### config.mk
export PLATFORM = sky130hd
export DESIGN_NAME = tfr_top
export DESIGN_NICKNAME = d
export VERILOG_FILES = /design/src/core/tfr_pkg.sv /design/src/core/tfr_bus_slave.sv /design/src/core/tfr_top.sv
export VERILOG_INCLUDE_DIRS = /design/src /design/src/core
export SDC_FILE = /design/constraint.sdc
export NUM_CORES = 1
export LEC_CHECK = 0
export BUFFER_PORTS_ARGS = -buffer_cell sky130_fd_sc_hd__buf_2
export CORE_MARGIN = 10
export CORE_UTILIZATION = 55
export DETAILED_ROUTE_END_ITERATION = 16
export PLACE_DENSITY = 0.71
export SLEW_MARGIN = 30
export SYNTH_ARGS = -nofsm -noshare
export SYNTH_HDL_FRONTEND = slang
export SYNTH_SLANG_ARGS = --single-unit
### constraint.sdc
create_clock -name ref_clk -period 6.54 [get_ports ref_clk]
set_input_delay 1.308 -clock ref_clk [delete_from_list [all_inputs] [get_ports ref_clk]]
set_output_delay 1.308 -clock ref_clk [all_outputs]
set_load 0.02 [all_outputs]
### src/core/tfr_params.svh
`ifndef TFR_PARAMS_SVH
`define TFR_PARAMS_SVH

// Command codes decoded on the management bus.
`define TFR_CMD_CLEAR_FAULTS   8'h03
`define TFR_CMD_STATUS_WORD    8'h79
`define TFR_CMD_STATUS_TEMP    8'h7D
`define TFR_CMD_VENDOR_STATUS  8'h80
`define TFR_CMD_OTF_THRESHOLD  8'h4F
`define TFR_CMD_FAULT_ACTION   8'h50
`define TFR_CMD_OTW_THRESHOLD  8'h51
`define TFR_CMD_UTW_THRESHOLD  8'h52

// Reset values of the stored settings.
`define TFR_RST_FAULT_ACTION   8'h80
`define TFR_RST_OTW_THRESHOLD  16'hEB70
`define TFR_RST_UTW_THRESHOLD  16'hDC40
`define TFR_RST_OTF_THRESHOLD  16'hEBE8

// Fields of the fault action byte.
`define TFR_ACT_MODE_HI        7
`define TFR_ACT_MODE_LO        6
`define TFR_ACT_RETRY_HI       5
`define TFR_ACT_RETRY_LO       3
`define TFR_ACT_DELAY_HI       2
`define TFR_ACT_DELAY_LO       0
`define TFR_ACT_MODE_DISABLE   2'h2

// Bit positions in the status registers.
`define TFR_ST_OVERTEMP_FAULT_BIT        7
`define TFR_ST_OT_WARN         6
`define TFR_ST_UT_WARN         5
`define TFR_SW_TEMPERATURE     2
`define TFR_VS_OVERTEMP_FAULT_BIT        1

// Accepted limit ranges in sixteenths of a degree Celsius.
`define TFR_OT_MIN_Q4          32'sh0
`define TFR_OT_MAX_Q4          32'sh0AF0
`define TFR_UT_MIN_Q4          -32'sh0370
`define TFR_UT_MAX_Q4          32'sh0190

// Retry time unit.
`define TFR_CLK_HZ             10000000
`define TFR_RETRY_UNIT_MS      35
`define TFR_RETRY_UNIT_CYCLES  ((`TFR_RETRY_UNIT_MS * `TFR_CLK_HZ) / 1000)

// Bus address of this device; the value is arbitrary.
`define TFR_BUS_ADDR           7'h2A

`endif

### src/core/tfr_pkg.sv
package tfr_pkg;

  // Output control states, Gray coded along run, delay, cool, latched.
  typedef enum logic [1:0] {
    TFR_RUN     = 2'h0,
    TFR_DELAY   = 2'h1,
    TFR_COOL    = 2'h3,
    TFR_LATCHED = 2'h2
  } tfr_ctl_t;

  // Bus slave states, Gray coded along address, command, data.
  typedef enum logic [2:0] {
    TFR_SL_IDLE = 3'h0,
    TFR_SL_ADDR = 3'h1,
    TFR_SL_CMD  = 3'h3,
    TFR_SL_WDAT = 3'h2,
    TFR_SL_RDAT = 3'h6,
    TFR_SL_SKIP = 3'h4
  } tfr_sl_t;

  // Converts an exponent and mantissa word to sixteenths of a degree.
  function automatic logic signed [31:0] tfr_lin11_q4(input logic [15:0] w);
    logic signed [4:0]  n;
    logic signed [31:0] y;
    logic signed [5:0]  s;
    n = w[15:11];
    y = {{21{w[10]}}, w[10:0]};
    s = 6'(n) + 6'sd4;
    if (s >= 0) begin
      tfr_lin11_q4 = y <<< s;
    end else begin
      tfr_lin11_q4 = y >>> (-s);
    end
  endfunction

endpackage

### src/core/tfr_bus_slave.sv
`timescale 1ns/10ps
`include "tfr_params.svh"

// Samples the two-wire management bus and turns it into write strobes and read loads.
module tfr_bus_slave
  import tfr_pkg::*;
(
  // Clock and reset.
  input  wire logic        ref_clk,
  input  wire logic        resetn,
  // Bus pins.
  input  wire logic        scl,
  input  wire logic        sda_in,
  output logic             sda_out,
  output logic             sda_oe,
  // Transaction side.
  output logic             wr_strobe,
  output logic [7:0]       wr_cmd,
  output logic [15:0]      wr_data,
  output logic [1:0]       wr_len,
  input  wire logic [15:0] rd_data
);

  logic [2:0]  scl_s;
  logic [2:0]  sda_s;
  tfr_sl_t     state, next_state;
  logic [3:0]  cnt, next_cnt;
  logic [7:0]  rx, next_rx;
  logic [7:0]  tx, next_tx;
  logic        hi_byte, next_hi_byte;
  logic        mack, next_mack;
  logic        pend, next_pend;
  logic        next_oe;
  logic        next_strobe;
  logic [7:0]  next_cmd;
  logic [15:0] next_data;
  logic [1:0]  next_len;
  logic        rise, fall, start, stop;

  // Two flip-flops synchronise each pin; the third stage only serves edge detection.
  always_ff @(posedge ref_clk or negedge resetn) begin
    if (!resetn) begin
      scl_s <= 3'h7;
      sda_s <= 3'h7;
    end else begin
      scl_s <= {scl_s[1:0], scl};
      sda_s <= {sda_s[1:0], sda_in};
    end
  end

  // Edges and bus conditions seen on the synchronised pins.
  assign rise  = scl_s[1] & ~scl_s[2];
  assign fall  = ~scl_s[1] & scl_s[2];
  assign start = scl_s[1] & scl_s[2] & sda_s[2] & ~sda_s[1];
  assign stop  = scl_s[1] & scl_s[2] & ~sda_s[2] & sda_s[1];

  // Bit and byte sequencing, acknowledge and read data drive.
  always_comb begin
    next_state   = state;
    next_cnt     = cnt;
    next_rx      = rx;
    next_tx      = tx;
    next_hi_byte = hi_byte;
    next_mack    = mack;
    next_pend    = pend;
    next_oe      = sda_oe;
    next_strobe  = 1'b0;
    next_cmd     = wr_cmd;
    next_data    = wr_data;
    next_len     = wr_len;
    if (start || stop) begin
      next_strobe = pend;
      next_pend   = 1'b0;
      next_oe     = 1'b0;
      next_cnt    = 4'h0;
      next_state  = start ? TFR_SL_ADDR : TFR_SL_IDLE;
    end else if (state != TFR_SL_IDLE && state != TFR_SL_SKIP) begin
      if (rise) begin
        if (cnt < 4'h8) begin
          next_rx = {rx[6:0], sda_s[1]};
        end else if (cnt == 4'h8) begin
          next_mack = ~sda_s[1];
        end
        next_cnt = cnt + 4'h1;
      end else if (fall) begin
        if (cnt == 4'h8) begin
          next_oe = 1'b1;
          case (state)
            TFR_SL_ADDR: begin
              if (rx[7:1] != `TFR_BUS_ADDR) begin
                next_oe    = 1'b0;
                next_state = TFR_SL_SKIP;
              end
            end
            TFR_SL_CMD: begin
              next_cmd  = rx;
              next_len  = 2'h0;
              next_pend = 1'b1;
            end
            TFR_SL_WDAT: begin
              if (wr_len == 2'h0) begin
                next_data[7:0] = rx;
              end else begin
                next_data[15:8] = rx;
              end
              if (wr_len != 2'h2) begin
                next_len = wr_len + 2'h1;
              end
            end
            default: begin
              next_oe = 1'b0;
            end
          endcase
        end else if (cnt == 4'h9) begin
          next_cnt = 4'h0;
          next_oe  = 1'b0;
          case (state)
            TFR_SL_ADDR: begin
              if (rx[0]) begin
                next_state   = TFR_SL_RDAT;
                next_hi_byte = 1'b0;
                next_tx      = rd_data[7:0];
                next_oe      = ~rd_data[7];
              end else begin
                next_state = TFR_SL_CMD;
              end
            end
            TFR_SL_CMD: begin
              next_state = TFR_SL_WDAT;
            end
            TFR_SL_RDAT: begin
              if (mack && !hi_byte) begin
                next_hi_byte = 1'b1;
                next_tx      = rd_data[15:8];
                next_oe      = ~rd_data[15];
              end else begin
                next_state = TFR_SL_SKIP;
              end
            end
            default: begin
              next_state = state;
            end
          endcase
        end else if (state == TFR_SL_RDAT) begin
          next_oe = ~tx[3'(4'h7 - cnt)];
        end
      end
    end
  end

  // Registers the slave state.
  always_ff @(posedge ref_clk or negedge resetn) begin
    if (!resetn) begin
      state     <= TFR_SL_IDLE;
      cnt       <= 4'h0;
      rx        <= 8'h00;
      tx        <= 8'h00;
      hi_byte   <= 1'b0;
      mack      <= 1'b0;
      pend      <= 1'b0;
      sda_oe    <= 1'b0;
      sda_out   <= 1'b0;
      wr_strobe <= 1'b0;
      wr_cmd    <= 8'h00;
      wr_data   <= 16'h0000;
      wr_len    <= 2'h0;
    end else begin
      state     <= next_state;
      cnt       <= next_cnt;
      rx        <= next_rx;
      tx        <= next_tx;
      hi_byte   <= next_hi_byte;
      mack      <= next_mack;
      pend      <= next_pend;
      sda_oe    <= next_oe;
      sda_out   <= 1'b0;
      wr_strobe <= next_strobe;
      wr_cmd    <= next_cmd;
      wr_data   <= next_data;
      wr_len    <= next_len;
    end
  end

endmodule

### src/core/tfr_top.sv
`timescale 1ns/10ps
`include "tfr_params.svh"

////////////////////////////////////////
// Overview of operation
// - Over-temperature fault action is taken only when the action mode bits 7:6 read 10.
// - An over-temperature fault pulls the alert line low and sets its status fault bit.
// - Fault status bits stay set until the clear-faults command and nothing else clears them.
// - With retry field 000 the output stays off after the fault until the fault is cleared.
// - With retry field 001 to 111 restarts repeat until enable, operation, bias or another fault stops them.
// - A retry does not begin until a sample is below the over-temperature warning threshold.
// - Restart attempts are spaced by the delay field plus one times 35 ms.
// - A warning crossing sets the status word temperature bit, the warning bit, and raises the alert.
// - Each limit word is a signed exponent in bits 15:11 and a signed mantissa in bits 10:0.
// - Written limits outside their allowed range are refused and the old value is kept.
// - While the under-temperature response retries, restart waits for a sample above its warning threshold.
// - Exceeding the fault threshold sets the fault bit and bit 1 of the vendor status byte.
////////////////////////////////////////

module tfr_top
  import tfr_pkg::*;
#(
  parameter int RETRY_UNIT_CYCLES = `TFR_RETRY_UNIT_CYCLES
)
(
  // Clock and reset.
  input  wire logic               ref_clk,
  input  wire logic               resetn,
  // Management bus.
  input  wire logic               scl,
  input  wire logic               sda_in,
  output logic                    sda_out,
  output logic                    sda_oe,
  // Temperature samples in sixteenths of a degree.
  input  wire logic signed [15:0] temp_q4,
  input  wire logic               temp_valid,
  // Run control.
  input  wire logic               enable_pin,
  input  wire logic               bias_ok,
  input  wire logic               operation_on,
  input  wire logic               other_fault,
  input  wire logic               ut_retry_active,
  // Results.
  output logic                    output_on,
  output logic                    alert_line_n
);

  logic        wr_strobe;
  logic [7:0]  wr_cmd;
  logic [15:0] wr_data;
  logic [1:0]  wr_len;
  logic [15:0] rd_data, next_rd_data;
  logic [1:0]  en_sync;
  logic [1:0]  bias_sync;

  logic [7:0]  overtemp_fault_action, next_action;
  logic [15:0] overtemp_warning_threshold, next_otw;
  logic [15:0] undertemp_warning_threshold, next_utw;
  logic [15:0] overtemp_fault_threshold, next_otf;
  logic        st_overtemp_fault_bit, next_st_overtemp_fault_bit;
  logic        st_ot_warn, next_st_ot_warn;
  logic        st_ut_warn, next_st_ut_warn;
  logic        st_temp_sum, next_st_temp_sum;
  logic        vs_overtemp_fault_bit, next_vs_overtemp_fault_bit;
  logic        below_otw, next_below_otw;
  logic        above_utw, next_above_utw;

  tfr_ctl_t    state, next_state;
  logic [18:0] tick, next_tick;
  logic [2:0]  units, next_units;
  logic        next_output_on;
  logic        next_alert_n;

  logic signed [31:0] samp, otw_q4, utw_q4, otf_q4, wr_q4;
  logic               clear_cmd, overtemp_fault_bit_evt, ot_warn_evt, ut_warn_evt, stop_retry, cool_ok;

  // Bus front end.
  tfr_bus_slave u_slave (
    .ref_clk   (ref_clk),
    .resetn    (resetn),
    .scl       (scl),
    .sda_in    (sda_in),
    .sda_out   (sda_out),
    .sda_oe    (sda_oe),
    .wr_strobe (wr_strobe),
    .wr_cmd    (wr_cmd),
    .wr_data   (wr_data),
    .wr_len    (wr_len),
    .rd_data   (rd_data)
  );

  ////////////////////////////////////////
  // Pin synchronisers for the enable and bias pins.
  always_ff @(posedge ref_clk or negedge resetn) begin
    if (!resetn) begin
      en_sync   <= 2'h0;
      bias_sync <= 2'h0;
    end else begin
      en_sync   <= {en_sync[0], enable_pin};
      bias_sync <= {bias_sync[0], bias_ok};
    end
  end

  ////////////////////////////////////////
  // Limits in a common fixed-point scale, and sample comparisons.
  assign samp      = 32'(temp_q4);
  assign otw_q4    = tfr_lin11_q4(overtemp_warning_threshold);
  assign utw_q4    = tfr_lin11_q4(undertemp_warning_threshold);
  assign otf_q4    = tfr_lin11_q4(overtemp_fault_threshold);
  assign wr_q4     = tfr_lin11_q4(wr_data);
  assign ot_warn_evt  = temp_valid && (samp > otw_q4);
  assign ut_warn_evt  = temp_valid && (samp < utw_q4);
  assign overtemp_fault_bit_evt = temp_valid && (samp > otf_q4);
  assign clear_cmd = wr_strobe && (wr_cmd == `TFR_CMD_CLEAR_FAULTS) && (wr_len == 2'h0);
  assign stop_retry = !en_sync[1] || !operation_on || !bias_sync[1] || other_fault;
  assign cool_ok    = below_otw && (!ut_retry_active || above_utw);

  ////////////////////////////////////////
  // Settings writes with range checks, sticky status, and read data selection.
  always_comb begin
    next_action      = overtemp_fault_action;
    next_otw         = overtemp_warning_threshold;
    next_utw         = undertemp_warning_threshold;
    next_otf         = overtemp_fault_threshold;
    next_below_otw   = below_otw;
    next_above_utw   = above_utw;
    if (wr_strobe && wr_len != 2'h0 && wr_cmd == `TFR_CMD_FAULT_ACTION) begin
      next_action = wr_data[7:0];
    end
    if (wr_strobe && wr_len == 2'h2) begin
      // Out-of-range limit words are dropped here and the old value stays.
      if (wr_cmd == `TFR_CMD_OTW_THRESHOLD && wr_q4 >= `TFR_OT_MIN_Q4 && wr_q4 <= `TFR_OT_MAX_Q4) begin
        next_otw = wr_data;
      end
      if (wr_cmd == `TFR_CMD_UTW_THRESHOLD && wr_q4 >= `TFR_UT_MIN_Q4 && wr_q4 <= `TFR_UT_MAX_Q4) begin
        next_utw = wr_data;
      end
      if (wr_cmd == `TFR_CMD_OTF_THRESHOLD && wr_q4 >= `TFR_OT_MIN_Q4 && wr_q4 <= `TFR_OT_MAX_Q4) begin
        next_otf = wr_data;
      end
    end
    if (temp_valid) begin
      next_below_otw = samp < otw_q4;
      next_above_utw = samp > utw_q4;
    end
    // Set wins over clear so that an event in the clearing cycle is kept.
    next_st_ot_warn  = ot_warn_evt || (st_ot_warn && !clear_cmd);
    next_st_ut_warn  = ut_warn_evt || (st_ut_warn && !clear_cmd);
    next_st_overtemp_fault_bit = overtemp_fault_bit_evt || (st_overtemp_fault_bit && !clear_cmd);
    next_vs_overtemp_fault_bit = overtemp_fault_bit_evt || (vs_overtemp_fault_bit && !clear_cmd);
    next_st_temp_sum = ot_warn_evt || ut_warn_evt || overtemp_fault_bit_evt || (st_temp_sum && !clear_cmd);
    next_alert_n     = !(next_st_ot_warn || next_st_ut_warn || next_st_overtemp_fault_bit);
    case (wr_cmd)
      `TFR_CMD_FAULT_ACTION:  next_rd_data = {8'h00, overtemp_fault_action};
      `TFR_CMD_OTW_THRESHOLD: next_rd_data = overtemp_warning_threshold;
      `TFR_CMD_UTW_THRESHOLD: next_rd_data = undertemp_warning_threshold;
      `TFR_CMD_OTF_THRESHOLD: next_rd_data = overtemp_fault_threshold;
      `TFR_CMD_STATUS_TEMP:   next_rd_data = {8'h00, st_overtemp_fault_bit, st_ot_warn, st_ut_warn, 5'h00};
      `TFR_CMD_STATUS_WORD:   next_rd_data = {13'h0000, st_temp_sum, 2'h0};
      `TFR_CMD_VENDOR_STATUS: next_rd_data = {14'h0000, vs_overtemp_fault_bit, 1'b0};
      default:                next_rd_data = 16'h0000;
    endcase
  end

  // Registers settings, status and read data.
  always_ff @(posedge ref_clk or negedge resetn) begin
    if (!resetn) begin
      overtemp_fault_action       <= `TFR_RST_FAULT_ACTION;
      overtemp_warning_threshold  <= `TFR_RST_OTW_THRESHOLD;
      undertemp_warning_threshold <= `TFR_RST_UTW_THRESHOLD;
      overtemp_fault_threshold    <= `TFR_RST_OTF_THRESHOLD;
      st_overtemp_fault_bit                 <= 1'b0;
      st_ot_warn                  <= 1'b0;
      st_ut_warn                  <= 1'b0;
      st_temp_sum                 <= 1'b0;
      vs_overtemp_fault_bit                 <= 1'b0;
      below_otw                   <= 1'b0;
      above_utw                   <= 1'b0;
      alert_line_n                <= 1'b1;
      rd_data                     <= 16'h0000;
    end else begin
      overtemp_fault_action       <= next_action;
      overtemp_warning_threshold  <= next_otw;
      undertemp_warning_threshold <= next_utw;
      overtemp_fault_threshold    <= next_otf;
      st_overtemp_fault_bit                 <= next_st_overtemp_fault_bit;
      st_ot_warn                  <= next_st_ot_warn;
      st_ut_warn                  <= next_st_ut_warn;
      st_temp_sum                 <= next_st_temp_sum;
      vs_overtemp_fault_bit                 <= next_vs_overtemp_fault_bit;
      below_otw                   <= next_below_otw;
      above_utw                   <= next_above_utw;
      alert_line_n                <= next_alert_n;
      rd_data                     <= next_rd_data;
    end
  end

  ////////////////////////////////////////
  // Fault response: latch off, or wait out the retry delay and cool down before restart.
  always_comb begin
    next_state = state;
    next_tick  = tick;
    next_units = units;
    case (state)
      TFR_RUN: begin
        if (overtemp_fault_bit_evt &&
            overtemp_fault_action[`TFR_ACT_MODE_HI:`TFR_ACT_MODE_LO] == `TFR_ACT_MODE_DISABLE) begin
          next_tick  = 19'h00000;
          next_units = overtemp_fault_action[`TFR_ACT_DELAY_HI:`TFR_ACT_DELAY_LO];
          if (overtemp_fault_action[`TFR_ACT_RETRY_HI:`TFR_ACT_RETRY_LO] == 3'h0) begin
            next_state = TFR_LATCHED;
          end else begin
            next_state = TFR_DELAY;
          end
        end
      end
      TFR_LATCHED: begin
        if (clear_cmd) begin
          next_state = TFR_RUN;
        end
      end
      TFR_DELAY: begin
        // Delay field plus one whole units elapse before the cooling check.
        if (stop_retry) begin
          next_state = TFR_RUN;
        end else if (tick == 19'(RETRY_UNIT_CYCLES - 1)) begin
          next_tick = 19'h00000;
          if (units == 3'h0) begin
            next_state = TFR_COOL;
          end else begin
            next_units = units - 3'h1;
          end
        end else begin
          next_tick = tick + 19'h00001;
        end
      end
      TFR_COOL: begin
        if (stop_retry || cool_ok) begin
          next_state = TFR_RUN;
        end
      end
      default: begin
        next_state = TFR_RUN;
      end
    endcase
    next_output_on = (next_state == TFR_RUN) && !stop_retry;
  end

  // Registers the fault response state.
  always_ff @(posedge ref_clk or negedge resetn) begin
    if (!resetn) begin
      state     <= TFR_RUN;
      tick      <= 19'h00000;
      units     <= 3'h0;
      output_on <= 1'b0;
    end else begin
      state     <= next_state;
      tick      <= next_tick;
      units     <= next_units;
      output_on <= next_output_on;
    end
  end

endmodule

Yosys cells after proc, flatten, opt, wreduce, memory -nomap -nowiden
Cells that the tools add are included.
{ "word_totals": {"register_bits": 169, "input_bits": 26, "output_inout_bits": 4, "word_cells": 276} }
{ "op_classes": {"addsub": 13, "magnitude_cmp": 15, "eq_ne": 36, "shift": 8, "muxes": 69, "n_bitwise": 19, "n_reduce_logical": 82} }
{ "op_table": {"columns": ["op", "count"], "rows": [
  ["2-to-1 mux 32 bit", 4],
  ["<<< shifter 11 x 6 -> 32 bit", 4],
  [">>> shifter 11 x 6 -> 32 bit", 4],
  ["one-hot mux 16 bit (7 select lines)", 1],
  ["> comparator 16 x 32 -> 1 bit", 3],
  ["< comparator 16 x 32 -> 1 bit", 2],
  ["2-to-1 mux 19 bit", 3],
  ["equality test 8 x 7 -> 1 bit, second input constant", 6],
  ["2-to-1 mux 3 bit", 14],
  ["one-hot mux 19 bit (2 select lines)", 1],
  [">= comparator 32 x 1 -> 1 bit, second input constant", 1],
  [">= comparator 32 x 11 -> 1 bit, second input constant", 1],
  ["<= comparator 32 x 10 -> 1 bit, second input constant", 1],
  ["<= comparator 32 x 13 -> 1 bit, second input constant", 1],
  ["adder 5 x 4 -> 6 bit, second input constant", 4],
  [">= comparator 6 x 1 -> 1 bit, second input constant", 4],
  ["logical AND 1 bit", 24],
  ["2-to-1 mux 4 bit", 6],
  ["negation 6 bit", 4],
  ["2-to-1 mux 1 bit", 21],
  ["AND reduction 7 bit", 3],
  ["adder 19 x 1 -> 19 bit, second input constant", 1],
  ["equality test 19 bit, second input constant", 1],
  ["2-to-1 mux 2 bit", 8],
  ["other kinds (47)", 120]
]} }

Depth between registers and ports, before layout
{ "logic_depth": {"depth_word": 11, "depth_mapped": 24, "mapped_depth_nobuf": 20} }

Hierarchy
Synthesis repeated with hierarchy kept, for this count alone.
{ "hier_totals": {"cells_unflattened": 1897, "area_unflattened_um2": 16193.0} }
{ "by_module_without_submodules": {"columns": ["module", "n_inst", "cells_per_inst", "area_per_inst_um2", "seq_area_each_um2"], "rows": [
  ["tfr_top", 1, 1661, 13289.0, 2761.4],
  ["tfr_bus_slave", 1, 236, 2904.0, 1508.9]
]} }

Worst setup path before layout
Ideal clock, no wire load.
{ "synth_timing": {"path_type": "register to register", "start": "reg overtemp_fault_threshold[11]", "end": "reg units[0]", "setup_time_ns": 0.126, "arrival_ns": 4.838, "required_ns": 6.414, "slack_ns": 1.576, "path_stages_with_launch": 23, "path_buffers": 4, "synth_period_minus_slack_ns": 4.964, "path_cell_list": "dfstp_2 -> clkbuf_1 -> clkinv_1 -> clkbuf_1 -> ha_1 -> clkbuf_1 -> clkbuf_1 -> mux4_2 -> nand2_1 -> o21ai_0 -> o211ai_1 -> a21oi_1 -> a21oi_1 -> ha_1 -> nor2b_1 -> o21a_1 -> o21ai_0 -> a211oi_1 -> o31ai_1 -> nor4bb_1 -> nor2_1 -> and2_1 -> o32a_1"} }
{ "synth_via": {"elab_chain_len": 9, "word_cells_on_any_way": 11, "cone_classes": "add/sub: 2; order compare: 2; eq/ne: 1; shift: 2; mux: 1; reduce/logical: 3"} }
{ "synth_rtl": {"columns": ["item", "line", "rtl"], "rows": [
  ["from (decl)", "tfr_top.sv:59", "logic [15:0] overtemp_fault_threshold, next_otf;"],
  ["from (signal assigned)", "tfr_top.sv:171", "overtemp_fault_threshold <= `TFR_RST_OTF_THRESHOLD;"],
  ["from (signal assigned)", "tfr_top.sv:185", "overtemp_fault_threshold <= next_otf;"],
  ["adder 5 x 4 -> 6 bit *", "tfr_pkg.sv:28", "s = 6'(n) + 6'sd4;"],
  ["negation 6 bit", "tfr_pkg.sv:32", "tfr_lin11_q4 = y >>> (-s);"],
  [">>> shifter 11 x 6 -> 32 bit", "tfr_pkg.sv:32", null],
  ["2-to-1 mux 32 bit *", "tfr_pkg.sv:29", "if (s >= 0) begin"],
  ["> comparator 16 x 32 -> 1 bit *", "tfr_top.sv:113", "assign overtemp_fault_bit_evt = temp_valid && (samp > otf_q4);"],
  ["logical AND 1 bit *", "tfr_top.sv:113", null],
  ["logical AND 1 bit (no line) *", null, null],
  ["inequality test 2 bit (no line) *", null, null],
  ["AND reduction 5 bit (no line) *", null, null],
  ["to (signal assigned)", "tfr_top.sv:259", "units <= next_units;"],
  ["to (decl)", "tfr_top.sv:70", "logic [2:0] units, next_units;"]
]} }
Every way passes the cells marked *; elsewhere a longest branch is shown, timed or not.
A chain may end at the register's enable or synchronous reset.

Worst setup path in the final report
{ "layout_timing": {"start": "reg overtemp_fault_threshold[13]", "end": "reg tick[5]"} }
{ "layout_via": {"elab_chain_len": 9, "word_cells_on_any_way": 11, "cone_classes": "add/sub: 2; order compare: 2; eq/ne: 1; shift: 2; mux: 1; reduce/logical: 3"} }
{ "layout_rtl": {"columns": ["item", "line", "rtl"], "rows": [
  ["adder 5 x 4 -> 6 bit *", "tfr_pkg.sv:28", null],
  ["negation 6 bit", "tfr_pkg.sv:32", null],
  [">>> shifter 11 x 6 -> 32 bit", "tfr_pkg.sv:32", null],
  ["2-to-1 mux 32 bit *", "tfr_pkg.sv:29", null],
  ["> comparator 16 x 32 -> 1 bit *", "tfr_top.sv:113", null],
  ["logical AND 1 bit *", "tfr_top.sv:113", null],
  ["logical AND 1 bit (no line) *", null, null],
  ["inequality test 2 bit (no line) *", null, null],
  ["AND reduction 3 bit (no line) *", null, null],
  ["to (signal assigned)", "tfr_top.sv:258", "tick <= next_tick;"],
  ["to (decl)", "tfr_top.sv:69", "logic [18:0] tick, next_tick;"]
]} }
Marks and branches as above.

==> out/results.ini <==
[grt]
gr-max-usage-layer=met2
grt_pass1_vias=14800
grt_max_degree=94
antenna_found_initial=0
met1_usage=0.347
grt_use_total=0.257
grt-ovfl-total=0
use_met3=0.0428
grt_pass1_wl_um=77400
grt_use_met2=0.411

[power]
ir_drop_mv=0.198
power_leakage_uw=0.00699
powerDensity_nw_per_um2=138

[worst_setup_path]
path_max_fanout=27
cp_cell_sequence=ha_1 > xnor2_1 > nor2_1 > nor2_1 > a21oi_1 > ha_1 > a21o_1 > a21o_1 > a21oi_1 > o211ai_1 > a221oi_1 > a211oi_1 > nor2_1 > buf_4 > a21oi_1 > o22ai_1
start_kind=register
max_stage_delay_ns=0.84
r2r_setup_slack_ns=0.88
path_class=reg2reg
end_kind=register
r2r_cells=16
crit_start=overtemp_fault_threshold[13]$_DFFE_PN1P_
cp_slowest_cell=dfstp_2
worstPathRequired_ns=6.88
worstPathArrival_ns=6.00
r2r_start=overtemp_fault_threshold[13]$_DFFE_PN1P_

[run_status]
outcome=finished, final reports clean

[detailed_routing]
drc=0
wire_per_inst_um=20.9
vias_per_cell=6.71
totalWireLength_um=48100
ant_nets=0
vias=15400
drt-initial-drc-count=1738
dr.pass1.iters=6

[timing]
finalSetupTns_ns=0
finClkSkew_ns=0.0209
rsz0062_at_grt=false
maxSlewHeadroom=0.335
drv_slew=0
period_minus_slack_ns=5.66
worst_pin_slew_ns=0.998
fmax_mhz=177
final-setup-viol-count=0
post-route-period-util=0.866
final-hold-violation-count=0

[clock_tree]
clk_pin_slew_worst_paths_ns=0.08
clk_path_buf_depth=2
cts_setup_buffers=0
numCtsBuffers=17
clkSinkCount=169
htree_levels=4
root_buffer=clkbuf_16
cts_tree=built
cts-resized-gates=0
worstSkewPairLatency_ns=0.44
hold_buffers=0

[logic_synthesis]
yosysWarnings=0
synth_top_cell_area_share=0.210
synth_ff_type=dfrtp_1
postSynthCellCount=1954
syn-cell-area_um2=16200
synth_seq_cells=169
synth-edff-count=0
ys_top_cells_by_area=dfrtp_1 (21%), ha_1 (8.9%), mux2_2 (6.5%), a21oi_1 (6.3%), dfstp_2 (5.3%)
synthDistinctLibCells=89
synth_area_leader_cell=dfrtp_1
synth_nets=2096
synth_area_per_cell_um2=8.30
yosysSeqAreaShare=0.263
async_reset_ff_frac=1.00

[place]
dp_hpwl_um=35200
place.gp.congestion=0.981
dpl_cell_area_um2=16500
io_buffers=28

[hold_path]
worstHoldStart=bias_sync[0]$_DFF_PN0_
hold_path.class=reg2reg
hold_depth=0

[final_layout]
nNetsFinal=2041
diodes=0
drive_gt1_frac=0.147
final_common_cell=nand2_1
fin_area_um2=17100
area_delta_synth_final_pct=5.68
final_cell_mix=nand2_1 (215), a21oi_1 (205), nor2_1 (161), dfrtp_1 (136), o21ai_0 (134)

[die]
start_util=0.561
die-area_um2=36800
core-area_um2=28900
die_y_um=192
rows=62
ios=30
die_x_um=192

[flow_run]
cap_violations=0

[per-stage QoR]
stage / worst slack, ns / std cells / util / hold slack (ns) / total power [uW]
6_report: 0.876 / 2296 / 0.593 / 0.354 / 2370
5_1_grt: 0.475 / 2296 / 0.593 / 0.366 / 2460
4_1_cts: 1.02 / 2296 / 0.592 / 0.357 / 2390
3_5_place_dp: 1.02 / 2264 / 0.571 / 0.339 / 1330
3_3_place_gp: 1.17 / 2264 / 0.570 / 0.335 / 1320
2_1_floorplan: 1.58 / 1954 / - / 0.331 / 1240
[final timing paths]
check                                         endpoint
worst min register to register  bias_sync[1]$_DFF_PN0_
min in group asynchronous         tick[10]$_DFFE_PN0P_
worst max-delay path               tick[5]$_DFFE_PN0P_
worst max register to register     tick[5]$_DFFE_PN0P_
max in group asynchronous         rd_data[9]$_DFF_PN0_
worst min-delay path            bias_sync[1]$_DFF_PN0_
[final cells by class]
type / count / area, um2
fill: 2576 / 11800
multi-input combinational: 1593 / 11200
sequential: 169 / 4270
tap: 384 / 480
clock buffer: 17 / 425
timing repair buffer: 50 / 315
inverter: 68 / 255
clock inverter: 15 / 200
[kinds of logic after synthesis]
| family | synth area share |
|---|---|
| AND/OR/NAND/NOR | 0.181 |
| AO/OA/AOI/OAI | 0.235 |
| multiplexers | 0.169 |
| buffers and inverters | 0.0480 |
| flip-flops | 0.263 |
| adder cells (fa/ha/maj) | 0.0895 |
| XOR/XNOR | 0.0135 |
| other | 0.000231 |
[report_power, final]
group	total, uW	internal [uW]	leakage (uW)	switching [uW]
logic	184	81.2	0.00461	103
registers	1130	1080	0.00208	51.8
clock network	1060	587	0.000304	474
total	2370	1750	0.00699	628
[routing by layer]
layer  routed length (um)  part of all wire  vias to the layer above
li1                     -                 -                     7173
met1                21100              0.44                     7460
met2                22000              0.46                      671
met3                 3670             0.076                      111
met4                 1350             0.028                        0
met5                    0                 0                        -
[registers in the layout, indices dropped and copies added (netlist names), 4 cells and up]
signal                       count
tick                            19
overtemp_fault_threshold        16
overtemp_warning_threshold      16
rd_data                         16
u_slave.wr_data                 16
undertemp_warning_threshold     16
overtemp_fault_action            8
u_slave.rx                       8
u_slave.tx                       8
u_slave.wr_cmd                   8
u_slave.cnt                      4
[synthesized netlist by cell type, drive strengths merged (38+ instances only)]
library cell	number
nor2	161
nand3	52
clkbuf	99
dfrtp	136
a21o	38
mux2i	72
nand2	215
mux2	118
ha	116
o21ai	134
nor3	51
a21oi	205
o22ai	38
inv	64
[critical path: cells and delay by family (launching register included)]
| kind | cells | cell delay (ns) |
|---|---|---|
| adder cells (fa/ha/maj) | 2 | 0.56 |
| buffers and inverters | 1 | 0.34 |
| AND/OR/NAND/NOR | 3 | 1.61 |
| flip-flops | 1 | 0.84 |
| XOR/XNOR | 1 | 0.20 |
| AO/OA/AOI/OAI | 9 | 2.02 |
(Power assumes the default switching activity.)
